[src/uxs_pkg.sv]
// Package with register map, field positions, modes and carrier types of the serial port block.
package uxs_pkg;

  // Register indices on the plain register port.
  localparam logic [3:0] A_ERR_IE = 4'h0;
  localparam logic [3:0] A_GIR = 4'h1;
  localparam logic [3:0] A_FIFO = 4'h2;
  localparam logic [3:0] A_BRGL = 4'h3;
  localparam logic [3:0] A_BRGH = 4'h4;
  localparam logic [3:0] A_RXD = 4'h5;
  localparam logic [3:0] A_TXD = 4'h6;
  localparam logic [3:0] A_P1L = 4'h7;
  localparam logic [3:0] A_P2 = 4'h8;
  localparam logic [3:0] A_CTRL = 4'h9;
  localparam logic [3:0] A_MODE = 4'ha;

  // Field positions.
  localparam int GIR_WAKE = 7;
  localparam int GIR_ABD = 6;
  localparam int GIR_AUTOBAUD_DONE_IRQ_EN = 2;
  localparam int FS_TX_WRITE_ERROR = 7;
  localparam int FS_STOP_DETECT_MODE = 6;
  localparam int FS_TX_BUFFER_EMPTY = 5;
  localparam int FS_TX_BUFFER_FULL = 4;
  localparam int FS_RX_LINE_IDLE = 3;
  localparam int FS_XON = 2;
  localparam int FS_RX_BUFFER_EMPTY = 1;
  localparam int FS_RX_BUFFER_FULL = 0;
  localparam int CT_ON = 7;
  localparam int CT_WUE = 4;
  localparam int CT_BAUD_SPEED_SELECT = 3;

  // Mode codes and stop setting.
  localparam logic [3:0] MODE_ADDR = 4'h4;
  localparam logic [3:0] MODE_LIN_RESP = 4'hb;
  localparam logic [3:0] MODE_LIN_MST = 4'hc;
  localparam logic [3:0] MODE_LIGHT_DEV = 4'h8;
  localparam logic [3:0] MODE_LIGHT_GEAR = 4'h9;
  localparam logic [1:0] STOP_TWO_FIRST = 2'h3;

  // Buffer depth and baud clocks per bit.
  localparam int DEPTH = 2;
  localparam logic [1:0] DEPTH_CNT = 2'h2;
  localparam int BCLK_HS = 4;
  localparam int BCLK_NS = 16;
  localparam logic [3:0] SUB_LAST_HS = 4'(BCLK_HS - 1);
  localparam logic [3:0] SUB_LAST_NS = 4'(BCLK_NS - 1);

  // Reset values.
  localparam logic [7:0] RST_BYTE = 8'h00;
  localparam logic [15:0] RST_DIV = 16'h0000;

  // Register port request.
  typedef struct packed {
    logic [3:0] addr;
    logic [7:0] wdata;
    logic wr;
    logic rd;
  } uxs_bus_s;

  // Events and levels from the framing engines.
  typedef struct packed {
    logic [7:0] err_flags;
    logic abd_done;
    logic rx_busy;
    logic flow_ok;
    logic master_active;
    logic addr_taken;
    logic break_seen;
    logic stop_mid_first;
    logic stop_end_first;
    logic stop_end_last;
    logic tx_take;
    logic rx_valid;
    logic [7:0] rx_byte;
  } uxs_evt_s;

  // Configuration handed to the framing engines.
  typedef struct packed {
    logic on;
    logic [3:0] mode;
    logic [1:0] stop_set;
    logic baud_speed;
    logic [15:0] div;
  } uxs_cfg_s;

  // Whole state of the register block.
  typedef struct packed {
    logic [2:0] rx_sync;
    logic rx_lvl;
    logic [7:0] err_en;
    logic wake;
    logic abd;
    logic abd_ie;
    logic wake_on_rx_enable;
    logic on;
    logic baud_speed;
    logic [3:0] mode;
    logic [1:0] stop_set;
    logic stop_mode;
    logic tx_wr_err;
    logic [DEPTH-1:0][7:0] tx_mem;
    logic tx_rd;
    logic tx_wr;
    logic [1:0] tx_cnt;
    logic [DEPTH-1:0][7:0] rx_mem;
    logic rx_rd;
    logic rx_wr;
    logic [1:0] rx_cnt;
    logic [15:0] div;
    logic [7:0] p1l;
    logic [7:0] p2;
    logic addr_pend;
    logic [7:0] lin_cnt;
    logic [15:0] brg_cnt;
    logic [3:0] sub;
    logic baud_tick;
    logic bit_tick;
    logic rx_irq;
    logic tx_flush;
    logic rx_idle;
    logic flow_tx_allowed;
    logic err_irq;
    logic port_irq;
    logic [7:0] rdata;
  } uxs_st_s;

endpackage

[src/uxs_regs.sv]
// Status, interrupt, buffer and baud divisor registers of the multi-mode serial port.
// Overview of operation
// - Eight read/write error interrupt enables, one per error flag, reset to zero.
// - With wake enabled, receive line falling sets wake flag and combined interrupt.
// - Auto-baud done flag sets on completion and stays until software clears it.
// - Auto-baud interrupt enable routes the done flag onto the combined interrupt.
// - Bus master mode: writing parameter one while frame active sets write error.
// - Responder mode: transmit write with zero count or beyond count sets write error.
// - Address mode: rewriting address before shifter takes it sets write error.
// - Transmit write into a full buffer sets write error; only software clears it.
// - Stop detect mode selects mid first stop or end of stop for receive interrupt.
// - Transmit empty resets to one; writing one flushes buffer and shifter.
// - Read-only transmit full bit is one when the buffer is full.
// - Receive idle bit reads one while no receive sequence is in progress.
// - Read-only flow control bit shows whether transmitter may send; resets to one.
// - Receive empty resets to one; writing one flushes the receive buffer.
// - Read-only receive full bit is one when no receive entry is free.
// - Sixteen bit baud divisor in low and high byte registers, reset zero.
// - Reading receive data returns the oldest byte of the receive buffer.
// - Baud speed select gives four baud clocks per bit, else sixteen.
// - Mode codes 1000 and 1001 select the two lighting control modes.
// - Wake enable waits for falling edge and is cleared by hardware on wake.
`timescale 1ns/1ps

module uxs_regs
  import uxs_pkg::*;
(
  // Clock and reset.
  input wire logic mclk,
  input wire logic arst_n,
  // Register port.
  input wire uxs_bus_s bus,
  output logic [7:0] rdata,
  // Receive pin.
  input wire logic rx_pin,
  // Framing engine events and configuration.
  input wire uxs_evt_s evt,
  output uxs_cfg_s cfg,
  // Transmit buffer head toward the shifter.
  output logic [7:0] tx_data,
  output logic tx_valid,
  output logic tx_flush,
  // Receive buffer space.
  output logic rx_ready,
  // Baud enables.
  output logic baud_tick,
  output logic bit_tick,
  // Interrupts.
  output logic receive_irq,
  output logic port_combined_irq,
  output logic error_irq
);

  logic [1:0] rst_sync_q;
  logic rst_n;
  uxs_st_s s_q;
  uxs_st_s s_d;
  logic tx_push;
  logic tx_pop;
  logic rx_push;
  logic rx_pop;
  logic fall;
  logic [7:0] rd_mux;

  // The asynchronous reset is released through two flops so every flop leaves reset together.
  always_ff @(posedge mclk or negedge arst_n) begin
    if (!arst_n) begin
      rst_sync_q <= 2'h0;
    end else begin
      rst_sync_q <= {rst_sync_q[0], 1'b1};
    end
  end
  assign rst_n = rst_sync_q[1];

  // Read multiplexer; unused addresses and unimplemented bits read zero.
  always_comb begin
    rd_mux = 8'h00;
    unique case (bus.addr)
      A_ERR_IE: rd_mux = s_q.err_en;
      A_GIR: begin
        rd_mux[GIR_WAKE] = s_q.wake;
        rd_mux[GIR_ABD] = s_q.abd;
        rd_mux[GIR_AUTOBAUD_DONE_IRQ_EN] = s_q.abd_ie;
      end
      A_FIFO: begin
        rd_mux[FS_TX_WRITE_ERROR] = s_q.tx_wr_err;
        rd_mux[FS_STOP_DETECT_MODE] = s_q.stop_mode;
        rd_mux[FS_TX_BUFFER_EMPTY] = (s_q.tx_cnt == 2'h0);
        rd_mux[FS_TX_BUFFER_FULL] = (s_q.tx_cnt == DEPTH_CNT);
        rd_mux[FS_RX_LINE_IDLE] = s_q.rx_idle;
        rd_mux[FS_XON] = s_q.flow_tx_allowed;
        rd_mux[FS_RX_BUFFER_EMPTY] = (s_q.rx_cnt == 2'h0);
        rd_mux[FS_RX_BUFFER_FULL] = (s_q.rx_cnt == DEPTH_CNT);
      end
      A_BRGL: rd_mux = s_q.div[7:0];
      A_BRGH: rd_mux = s_q.div[15:8];
      A_RXD: rd_mux = s_q.rx_mem[s_q.rx_rd];
      A_P1L: rd_mux = s_q.p1l;
      A_P2: rd_mux = s_q.p2;
      A_CTRL: begin
        rd_mux[CT_ON] = s_q.on;
        rd_mux[CT_WUE] = s_q.wake_on_rx_enable;
        rd_mux[CT_BAUD_SPEED_SELECT] = s_q.baud_speed;
      end
      A_MODE: rd_mux = {2'h0, s_q.stop_set, s_q.mode};
      default: rd_mux = 8'h00;
    endcase
  end

  // Buffer handshakes; a bus write into a full transmit buffer is dropped.
  assign tx_push = bus.wr && (bus.addr == A_TXD) && (s_q.tx_cnt != DEPTH_CNT);
  assign tx_pop = evt.tx_take && (s_q.tx_cnt != 2'h0);
  assign rx_push = evt.rx_valid && (s_q.rx_cnt != DEPTH_CNT);
  assign rx_pop = bus.rd && (bus.addr == A_RXD) && (s_q.rx_cnt != 2'h0);

  // Falling edge of the filtered line; idle is high.
  assign fall = s_q.rx_lvl && (s_q.rx_sync[2:1] == 2'h0);

  // Next state of the whole block.
  always_comb begin
    s_d = s_q;
    s_d.baud_tick = 1'b0;
    s_d.bit_tick = 1'b0;
    s_d.rx_irq = 1'b0;
    s_d.tx_flush = 1'b0;
    // Pin synchroniser; a level counts once the second and third flops agree.
    s_d.rx_sync = {s_q.rx_sync[1:0], rx_pin};
    if (s_q.rx_sync[1] == s_q.rx_sync[2]) begin
      s_d.rx_lvl = s_q.rx_sync[2];
    end
    s_d.rx_idle = !evt.rx_busy && s_q.rx_lvl;
    s_d.flow_tx_allowed = evt.flow_ok;

    // Software writes come first so that hardware sets in the same cycle win.
    if (bus.wr) begin
      unique case (bus.addr)
        A_ERR_IE: s_d.err_en = bus.wdata;
        A_GIR: begin
          // Flags can only be cleared by software; writing one leaves them alone.
          if (!bus.wdata[GIR_WAKE]) s_d.wake = 1'b0;
          if (!bus.wdata[GIR_ABD]) s_d.abd = 1'b0;
          s_d.abd_ie = bus.wdata[GIR_AUTOBAUD_DONE_IRQ_EN];
        end
        A_FIFO: begin
          if (!bus.wdata[FS_TX_WRITE_ERROR]) s_d.tx_wr_err = 1'b0;
          s_d.stop_mode = bus.wdata[FS_STOP_DETECT_MODE];
        end
        A_BRGL: s_d.div[7:0] = bus.wdata;
        A_BRGH: s_d.div[15:8] = bus.wdata;
        A_TXD: begin
          if (s_q.tx_cnt == DEPTH_CNT) s_d.tx_wr_err = 1'b1;
          if (s_q.mode == MODE_LIN_RESP) begin
            if ((s_q.p2 == 8'h00) || (s_q.lin_cnt >= s_q.p2)) begin
              s_d.tx_wr_err = 1'b1;
            end
            if (s_q.lin_cnt != 8'hff) s_d.lin_cnt = s_q.lin_cnt + 8'h01;
          end
        end
        A_P1L: begin
          s_d.p1l = bus.wdata;
          if ((s_q.mode == MODE_LIN_MST) && evt.master_active) s_d.tx_wr_err = 1'b1;
          if ((s_q.mode == MODE_ADDR) && s_q.addr_pend) s_d.tx_wr_err = 1'b1;
        end
        A_P2: s_d.p2 = bus.wdata;
        A_CTRL: begin
          s_d.on = bus.wdata[CT_ON];
          s_d.wake_on_rx_enable = bus.wdata[CT_WUE];
          s_d.baud_speed = bus.wdata[CT_BAUD_SPEED_SELECT];
        end
        A_MODE: begin
          s_d.stop_set = bus.wdata[5:4];
          // The lighting codes pass to the engines like any other mode code.
          s_d.mode = bus.wdata[3:0];
        end
        default: s_d.rdata = s_q.rdata;
      endcase
    end

    // Address pending: a fresh write wins over the shifter taking the old one.
    if (evt.addr_taken) s_d.addr_pend = 1'b0;
    if (bus.wr && (bus.addr == A_P1L)) s_d.addr_pend = 1'b1;

    // A break restarts the responder byte count.
    if (evt.break_seen) s_d.lin_cnt = 8'h00;

    // Wake on the first falling edge, then the enable drops by itself.
    if (s_q.wake_on_rx_enable && fall) begin
      s_d.wake = 1'b1;
      s_d.wake_on_rx_enable = 1'b0;
    end
    if (evt.abd_done) s_d.abd = 1'b1;

    // Transmit buffer: write at the tail, the shifter takes the head.
    if (tx_push) begin
      s_d.tx_mem[s_q.tx_wr] = bus.wdata;
      s_d.tx_wr = !s_q.tx_wr;
    end
    if (tx_pop) s_d.tx_rd = !s_q.tx_rd;
    s_d.tx_cnt = s_q.tx_cnt + {1'b0, tx_push} - {1'b0, tx_pop};

    // Receive buffer: the engine fills, a data read drains.
    if (rx_push) begin
      s_d.rx_mem[s_q.rx_wr] = evt.rx_byte;
      s_d.rx_wr = !s_q.rx_wr;
    end
    if (rx_pop) s_d.rx_rd = !s_q.rx_rd;
    s_d.rx_cnt = s_q.rx_cnt + {1'b0, rx_push} - {1'b0, rx_pop};

    // Flushes win over traffic in the same cycle; a whole-register write with zero
    // in the transmit empty position leaves the transmit side alone.
    if (bus.wr && (bus.addr == A_FIFO) && bus.wdata[FS_TX_BUFFER_EMPTY]) begin
      s_d.tx_cnt = 2'h0;
      s_d.tx_rd = 1'b0;
      s_d.tx_wr = 1'b0;
      s_d.tx_flush = 1'b1;
    end
    if (bus.wr && (bus.addr == A_FIFO) && bus.wdata[FS_RX_BUFFER_EMPTY]) begin
      s_d.rx_cnt = 2'h0;
      s_d.rx_rd = 1'b0;
      s_d.rx_wr = 1'b0;
    end

    // Receive interrupt timing chosen by stop detect mode.
    if (!s_q.stop_mode) begin
      s_d.rx_irq = evt.stop_mid_first;
    end else if (s_q.stop_set == STOP_TWO_FIRST) begin
      s_d.rx_irq = evt.stop_end_first;
    end else begin
      s_d.rx_irq = evt.stop_end_last;
    end

    // Baud generator: one baud clock every divisor plus one cycles, held off while disabled.
    // The divisor is not range checked; software keeps within the lighting-mode limits.
    if (s_q.on) begin
      if (s_q.brg_cnt == s_q.div) begin
        s_d.brg_cnt = 16'h0000;
        s_d.baud_tick = 1'b1;
        if (s_q.sub == (s_q.baud_speed ? SUB_LAST_HS : SUB_LAST_NS)) begin
          s_d.sub = 4'h0;
          s_d.bit_tick = 1'b1;
        end else begin
          s_d.sub = s_q.sub + 4'h1;
        end
      end else begin
        s_d.brg_cnt = s_q.brg_cnt + 16'h0001;
      end
    end else begin
      s_d.brg_cnt = 16'h0000;
      s_d.sub = 4'h0;
    end

    // Interrupt levels, registered so they leave the block glitch free.
    s_d.err_irq = |(evt.err_flags & s_q.err_en);
    s_d.port_irq = s_d.wake || (s_d.abd && s_d.abd_ie);

    // Read data stands in the cycle after the strobe.
    s_d.rdata = bus.rd ? rd_mux : 8'h00;
  end

  // State register with reset values.
  always_ff @(posedge mclk or negedge rst_n) begin
    if (!rst_n) begin
      s_q <= '0;
      s_q.rx_sync <= 3'h7;
      s_q.rx_lvl <= 1'b1;
      s_q.rx_idle <= 1'b1;
      s_q.flow_tx_allowed <= 1'b1;
      s_q.div <= RST_DIV;
      s_q.rdata <= RST_BYTE;
    end else begin
      s_q <= s_d;
    end
  end

  // Outputs.
  assign rdata = s_q.rdata;
  assign cfg = '{on: s_q.on, mode: s_q.mode, stop_set: s_q.stop_set,
                 baud_speed: s_q.baud_speed, div: s_q.div};
  assign tx_data = s_q.tx_mem[s_q.tx_rd];
  assign tx_valid = (s_q.tx_cnt != 2'h0);
  assign tx_flush = s_q.tx_flush;
  assign rx_ready = (s_q.rx_cnt != DEPTH_CNT);
  assign baud_tick = s_q.baud_tick;
  assign bit_tick = s_q.bit_tick;
  assign receive_irq = s_q.rx_irq;
  assign port_combined_irq = s_q.port_irq;
  assign error_irq = s_q.err_irq;

endmodule // uxs_regs

[config.mk]
export PLATFORM = sky130hd
export DESIGN_NAME = uxs_regs
export DESIGN_NICKNAME = d
export VERILOG_FILES = /design/src/uxs_pkg.sv /design/src/uxs_regs.sv
export SDC_FILE = /design/constraint.sdc
export NUM_CORES = 1
export LEC_CHECK = 0
export ABC_CLOCK_PERIOD_IN_PS = 5100
export BUFFER_PORTS_ARGS = -buffer_cell sky130_fd_sc_hd__buf_4
export CAP_MARGIN = 0
export CELL_PAD_IN_SITES_DETAIL_PLACEMENT = 0
export CELL_PAD_IN_SITES_GLOBAL_PLACEMENT = 1
export CORE_AREA = 2 2 130 132
export DETAILED_ROUTE_END_ITERATION = 7
export DIE_AREA = 0 0 132 134
export PLACE_DENSITY_LB_ADDON = 0.1
export REMOVE_ABC_BUFFERS = 1
export SYNTH_ARGS = -nofsm -noshare
export SYNTH_HDL_FRONTEND = slang
export SYNTH_SLANG_ARGS = --single-unit
[constraint.sdc]
create_clock -name mclk -period 5.1 [get_ports mclk]
set_input_delay 0 -clock mclk [delete_from_list [all_inputs] [get_ports mclk]]
set_output_delay 0 -clock mclk [all_outputs]
set_load 0.005 [all_outputs]
; ---- Word-level counts from Yosys, hierarchy flattened
; Index checks and enable logic that the tools add are counted.
[word_totals]
ff_bits = 145
input_bits = 44
output_inout_bits = 48
[classes]
n_bitwise = 1
n_lt_le_gt_ge = 7
add_sub_neg = 7
eq_ne = 25
mux = 57
reduce_logical = 56
[op_table]
columns = operator, n
row1 = 8-bit two-way mux, 12
row2 = 16-bit bitwise mux, 2
row3 = 2-bit nonzero test, 13
row4 = 1-bit two-way mux, 22
row5 = "4-bit by 3-bit equality test with 1-bit output, second input constant", 5
row6 = "4-bit equality test, second input constant", 5
row7 = 20-bit two-way mux, 1
row8 = 1-bit logical AND, 18
row9 = 1-bit case mux with 9 select lines, 2
row10 = 2-bit case mux with 9 select lines, 1
row11 = 2-bit AND reduction, 9
row12 = "16-bit by 1-bit adder with 16-bit output, second input constant", 1
row13 = 8-bit demux with 1-bit select, 2
row14 = 16-bit equality test, 1
row15 = 16-bit two-way mux, 1
row16 = 4-bit two-way mux, 4
row17 = 1-bit case mux with 8 select lines, 2
row18 = 2-bit case mux with 8 select lines, 1
row19 = 14-bit two-way mux, 1
row20 = 6-bit two-way mux, 2
row21 = "8-bit by 1-bit adder with 8-bit output, second input constant", 1
row22 = 8-bit bitwise AND, 1
row23 = "4-bit by 2-bit equality test with 1-bit output, second input constant", 2
row24 = 8-bit greater-or-equal comparator, 1
row25 = 24 further kinds, 43

; ---- Longest topological paths before layout
; Gate-level depths: netlist of run 1.
[logic_depth]
word_depth = 9
ltp_mapped = 10
ltp_nobuf = 9

; ---- Worst setup path after synthesis of run 1
; OpenSTA, ideal clock, no wires.
[synth_path]
path_type = reg-to-reg
startpoint = reg s_q[98] (netlist bit)
endpoint = reg s_q[98] (netlist bit)
path_stages_with_launch = 10
arrival_time_ps = 1869
setup_ps = 123
slack_ps = 3108
required_ps = 4977
path_cell_list = dfrtp_1 nor2b_1 or4_1 buf_2 ha_1 inv_1 ha_1 xor2_1 xnor2_1 nor2_1
[synth_lines]
columns = item, line_no
row1 = start: declaration, uxs_regs.sv:56  ; uxs_st_s s_q;

==> flow_summary.json, run 1 <==
{
  "dr.first_iter.drc_count": 299,
  "rsz0062_at_grt": "false",
  "vias": 5302,
  "h-tree-depth": 4,
  "r2r-end": "s_q[27]",
  "setup_viol": 0,
  "yosysTopAreaCell": "dfrtp_1",
  "clock_path_buffers": 2,
  "synthArstFlopShare_pct": 100,
  "die_w_um": 132,
  "io_buffers": 91,
  "groute.usage.overall_pct": 23.3,
  "synth_xor_area_share_pct": 5.33,
  "outcome": "finished, final reports clean",
  "cp-start-kind": "flop",
  "power_mw": 4.03,
  "synth_most_common_cell": "dfrtp_1",
  "reg2reg_slack_ns": 2.86,
  "grt_pass1_vias": 5560,
  "cts_num_sinks": 145,
  "reg2reg_from": "cfg[15]",
  "hp-class": "primary input to flop",
  "synthAdderAreaFrac_pct": 2.71,
  "syn_area_per_cell_um2": 11.2,
  "r2r_cells": 5,
  "cts_hold_buf": 31,
  "p_leak_nw": 4.08,
  "die_area_mm2": 0.0177,
  "holdWs_ns": 0.00366,
  "path_max_fanout": 15,
  "root_buffer": "clkbuf_16",
  "synth_top_family_by_area": "multiplexers",
  "clkLatencyLatePin_ns": 0.42,
  "start_util_pct": 45.4,
  "fill_cells": 1453,
  "design_area_mm2": 0.00900,
  "yosys_warnings": 0,
  "tns_ns": 0,
  "cap_violations": 0,
  "post-cts-setup-buffers": 0,
  "synth_edf_count": 0,
  "core-area_mm2": 0.0163,
  "synth_top_area_share_pct": 47.0,
  "wl_per_cell_um": 19.9,
  "crit_path_end": "s_q[27]",
  "ios": 92,
  "grt_remaining_overflow": 0,
  "place.gp.congestion": 0.867,
  "rows": 47,
  "cts_tree": "built",
  "min_period_over_period_pct": 43.9,
  "postPlaceCellArea_mm2": 0.00804,
  "fmax_mhz": 447,
  "cts.clk_slew.worst_paths_ns": 0.06,
  "worstSetupStartpoint": "cfg[15]",
  "muxShareOfSynthArea_pct": 16.8,
  "ir_drop_v": 0.000242,
  "drv_slew": 0,
  "arrival_ns": 2.52,
  "drt_wl_total_mm": 19.7,
  "drive_gt1_share_pct": 28.3,
  "synth_compound_area_share_pct": 7.50,
  "crit_type": "flop to flop",
  "ys_seq_area_share_pct": 49.2,
  "vias_per_cell": 5.37,
  "dr.pass1.iters": 5,
  "grt_max_degree": 57,
  "cts_buffers": 17,
  "fp.dieH_um": 134,
  "cts_resized": 0,
  "yosys.cell_types.count": 62,
  "ys_seq_elements": 145,
  "drc_errors": 0,
  "antenna_found_initial": 0,
  "area.growth.synth_to_final_pct": 21.8,
  "utilization_pct": 55.3,
  "nets": 814,
  "yosys.area_share.simple_pct": 12.8,
  "grt_first_pass_wirelength_mm": 31.3,
  "dp_hpwl_mm": 14.2,
  "synth_flop_cell": "dfrtp_1",
  "synth.top_cells.by_count": "dfrtp_1, mux2_2, nor2_1, nand2_1, buf_4",
  "finalHoldViolCount": 0,
  "ant_nets": 0,
  "yosys-top-cells-area": "dfrtp_1, mux2_2, buf_4",
  "tightest_slew_ns": 0.755,
  "fin_skew_ns": 0.00853,
  "antennaDiodeCount": 0,
  "syn_inst": 663,
  "worstPathRequired_ns": 5.38,
  "syn_area_mm2": 0.00739,
  "endpoint_kind": "flop",
  "slew_headroom_pct": 49.5,
  "cellPowerDensity_mw_per_mm2": 447,
  "period_minus_slack_ns": 2.24
}
## per-stage QoR
stage / instances / setup WS, ns
6_report: 987 / 2.86
5_1_grt: 987 / 2.67
4_1_cts: 987 / 2.83
3_5_place_dp: 924 / 2.86
3_3_place_gp: 924 / 2.94
2_1_floorplan: 611 / 0.771
## worst min-delay path by stage
stage	start	endpoint	cells after the start
2_1_floorplan	arst_n	rst_sync_q[0]	0
3_3_place_gp	arst_n	rst_sync_q[0]	1
3_5_place_dp	arst_n	rst_sync_q[0]	1
4_1_cts	evt[8]	s_q[79]	4
5_1_grt	evt[8]	s_q[79]	4
6_report	evt[8]	s_q[79]	4
## registers in the layout, indices dropped and copies added, names as in the netlist, 2 cells and up
register / flops
s_q: 103
rdata: 8
cfg: 24
rst_sync_q: 2
s_d: 2
## critical path, cell delays in order, from the launching register on
cell and delay (ns):
dfrtp_1 0.42, xor2_1 0.16, nor4_1 0.35, nand4_1 0.45, nand2_1 0.59, nor2_1 0.12
## final cells by class
cell class                 instances  area, um^2  share of cell area (%)
tap                              220         275                    3.06
sequential                       145        3640                    40.4
multi-input combinational        443        3340                    37.1
inverter                          23        86.3                   0.959
clock inverter                     9         176                    1.96
timing repair buffer             124        1010                    11.2
clock buffer                      23         478                    5.31
## cells by family (layout without fill, tap and decap cells)
logic type | after synthesis | after routing
simple gates | 186 | 186
xor+xnor | 45 | 45
compound gates | 83 | 83
fa+ha+maj | 16 | 16
flops | 145 | 145
mux | 112 | 112
other cells | 1 | 1
buf+inv | 75 | 179
## report_power, final
part | internal (mW) | switching (mW)
Sequential | 1.43 | 0.270
Combinational | 0.536 | 0.409
Clock | 0.908 | 0.477
## layer usage
| metal | up-vias | wire length, um | track usage [%] |
|---|---|---|---|
| met5 | - | 0 | 0 |
| met2 | 161 | 9380 | 37.4 |
| met3 | 30 | 1060 | 5.59 |
| met4 | 0 | 623 | 9.42 |
| li1 | 2481 | - | - |
| met1 | 2630 | 8610 | 30.4 |
## cell usage in the layout (no fill, tap or decap), types with 11 or more instances in the layout
cell / n
dfrtp_1: 138
buf_4: 93
mux2_2: 78
nor2_1: 60
nand2_1: 38
dlygate4sd3_1: 31
xor2_1: 25
inv_1: 22
xnor2_1: 20
a21oi_1: 18
nand3_1: 17
mux2i_1: 17
mux2_1: 17
clkbuf_16: 17
o21ai_0: 16
ha_1: 16
nor2b_1: 13
a22oi_1: 11
(Power assumes the default switching activity.)
==> run 2: changes to the inputs <==
--- a/config.mk
+++ b/config.mk
@@ -5,14 +5,14 @@
 export SDC_FILE = /design/constraint.sdc
 export NUM_CORES = 1
 export LEC_CHECK = 0
-export ABC_CLOCK_PERIOD_IN_PS = 5100
+export ABC_CLOCK_PERIOD_IN_PS = 2000
 export BUFFER_PORTS_ARGS = -buffer_cell sky130_fd_sc_hd__buf_4
 export CAP_MARGIN = 0
 export CELL_PAD_IN_SITES_DETAIL_PLACEMENT = 0
 export CELL_PAD_IN_SITES_GLOBAL_PLACEMENT = 1
-export CORE_AREA = 2 2 130 132
+export CORE_AREA = 2 2 136 138
 export DETAILED_ROUTE_END_ITERATION = 7
-export DIE_AREA = 0 0 132 134
+export DIE_AREA = 0 0 138 140
 export PLACE_DENSITY_LB_ADDON = 0.1
 export REMOVE_ABC_BUFFERS = 1
 export SYNTH_ARGS = -nofsm -noshare
==> constraint.sdc (replaced) <==
create_clock -name mclk -period 2 [get_ports mclk]
set_input_delay 0 -clock mclk [delete_from_list [all_inputs] [get_ports mclk]]
set_output_delay 0 -clock mclk [all_outputs]
set_load 0.005 [all_outputs]
==> flow_summary.json, run 2 (synthesis gave the netlist of run 1 again) <==
{
  "crit_type": "flop to flop",
  "drv_slew": 0,
  "grt_first_pass_wirelength_mm": 32.4,
  "cts_tree": "built",
  "pre_cts_slack_ns": 0.00669,
  "worst_slack_ns": -0.0146,
  "fmax_mhz": 496,
  "groute.usage.overall_pct": 21.8,
  "outcome": "finished, violations left",
  "fin_skew_ns": 0.0107,
  "nets": 852,
  "layout_commonest_cell": "dfrtp_1",
  "top_register": "s_q",
  "io_buffers": 91,
  "cts_buffers": 17,
  "drive_gt1_share_pct": 33.9,
  "antenna_found_initial": 0,
  "vias": 5464,
  "largest_register_ffs": 103,
  "finalHoldViolCount": 0,
  "tns_ns": -0.0674,
  "final_cell_mix": "dfrtp_1, buf_4, mux2_2, nor2_1, nand2_1",
  "area.growth.synth_to_final_pct": 26.3,
  "ant_nets": 0,
  "dr.first_iter.drc_count": 297,
  "place.gp.congestion": 0.904,
  "power_mw": 10.2,
  "dr.pass1.iters": 4,
  "critical_path.most_common_cell": "buf_4",
  "vias_per_cell": 5.28,
  "slew_headroom_pct": 56.9,
  "clkLatencyLatePin_ns": 0.43,
  "ios": 92,
  "utilization_pct": 52.5,
  "arrival_ns": 2.33,
  "start_util_pct": 41.6,
  "design_area_mm2": 0.00934,
  "hp-class": "primary input to flop",
  "p_leak_nw": 4.26,
  "path_cells": "nor2b_4 > or4_4 > buf_4 > buf_4 > nor2_4 > buf_12 > mux2_4",
  "rsz0062_at_grt": "true",
  "cts_num_sinks": 145,
  "root_buffer": "clkbuf_16",
  "die_area_mm2": 0.0193,
  "setup_viol": 9,
  "postPlaceCellArea_mm2": 0.00832,
  "fp.dieH_um": 140,
  "worstPathBufferInverterCount": 3,
  "critPathTopFamily": "simple AND/OR/NAND/NOR gates",
  "rows": 49,
  "slowest_delay_ns": 0.50,
  "layout.cells.non_filler": 1034,
  "worstPathRequired_ns": 2.31,
  "wl_per_cell_um": 19.8,
  "grt_max_degree": 78,
  "drt_wl_total_mm": 20.5,
  "clock_path_buffers": 2,
  "holdWs_ns": 0.110,
  "dpl.cell_count": 968,
  "drc_errors": 0,
  "ir_drop_v": 0.000679,
  "grt_pass1_vias": 5724,
  "endpoint_kind": "flop",
  "cellPowerDensity_mw_per_mm2": 1090,
  "min_period_over_period_pct": 101,
  "dp_hpwl_mm": 15.0,
  "crit_slowest_cell": "or4_4",
  "path_max_fanout": 8,
  "core-area_mm2": 0.0178,
  "cts.clk_slew.worst_paths_ns": 0.06,
  "h-tree-depth": 4,
  "cp-start-kind": "flop",
  "grt_remaining_overflow": 0,
  "violations": "setup timing",
  "cap_violations": 0,
  "period_minus_slack_ns": 2.01,
  "tightest_slew_ns": 0.644,
  "antennaDiodeCount": 0,
  "die_w_um": 138
}
==> run 2: path summary, 6_finish.rpt <==
| check | slack [ns] | end | from | cells after the start |
|---|---|---|---|---|
| worst max-delay path | -0.01 | s_q[102] | s_q[98] | 7 |
| worst min-delay path | 0.11 | rdata[5] | bus[10] | 4 |
| worst max register to register | -0.01 | s_q[102] | s_q[98] | 7 |
| worst min register to register | 0.35 | s_q[114] | rst_sync_q[1] | 1 |
| max in group asynchronous | 1.17 | s_q[10] | rst_sync_q[1] | 1 |
| min in group asynchronous | 0.35 | s_q[114] | rst_sync_q[1] | 1 |
==> run 2: worst reg2reg max path, cell delays in order, from the launching register on <==
cell,delay (ns)
dfrtp_1,0.39
nor2b_4,0.13
or4_4,0.50
buf_4,0.15
buf_4,0.15
nor2_4,0.13
buf_12,0.15
mux2_4,0.31
==> run 2: power breakdown <==
group	total (mW)	leakage (nW)	internal (mW)	switching, mW
sequential	4.27	1.82	3.64	0.628
combinational	2.78	2.16	1.61	1.17
clock	3.12	0.278	1.80	1.32
total	10.2	4.26	7.05	3.12
==> run 2: routing by layer <==
layer	track usage (%)	vias up	share of wire [%]
met4	8.00	0	2.1
met2	35.5	135	48
met3	3.79	30	4.4
met5	0	-	0
li1	-	2571	-
met1	29.3	2728	45
==> run 2: final cells by class <==
| class | instances | area [um^2] |
|---|---|---|
| Fill cell | 1663 | 8440 |
| Clock buffer | 20 | 457 |
| Clock inverter | 12 | 120 |
| Timing Repair Buffer | 162 | 1320 |
| Tap cell | 229 | 287 |
| Multi-Input combinational cell | 443 | 3420 |
| Sequential cell | 145 | 3640 |
| Inverter | 23 | 86.3 |
==> run 2: timing repair <==
item | CTS | global route
setup buffers | 0 | 2
hold buffers | 32 | 0
pin swaps | 0 | 6
setup endpoints to repair | 1 | 3
endpoints found under the hold margin | 107 | 0
gates resized for setup | 1 | 20
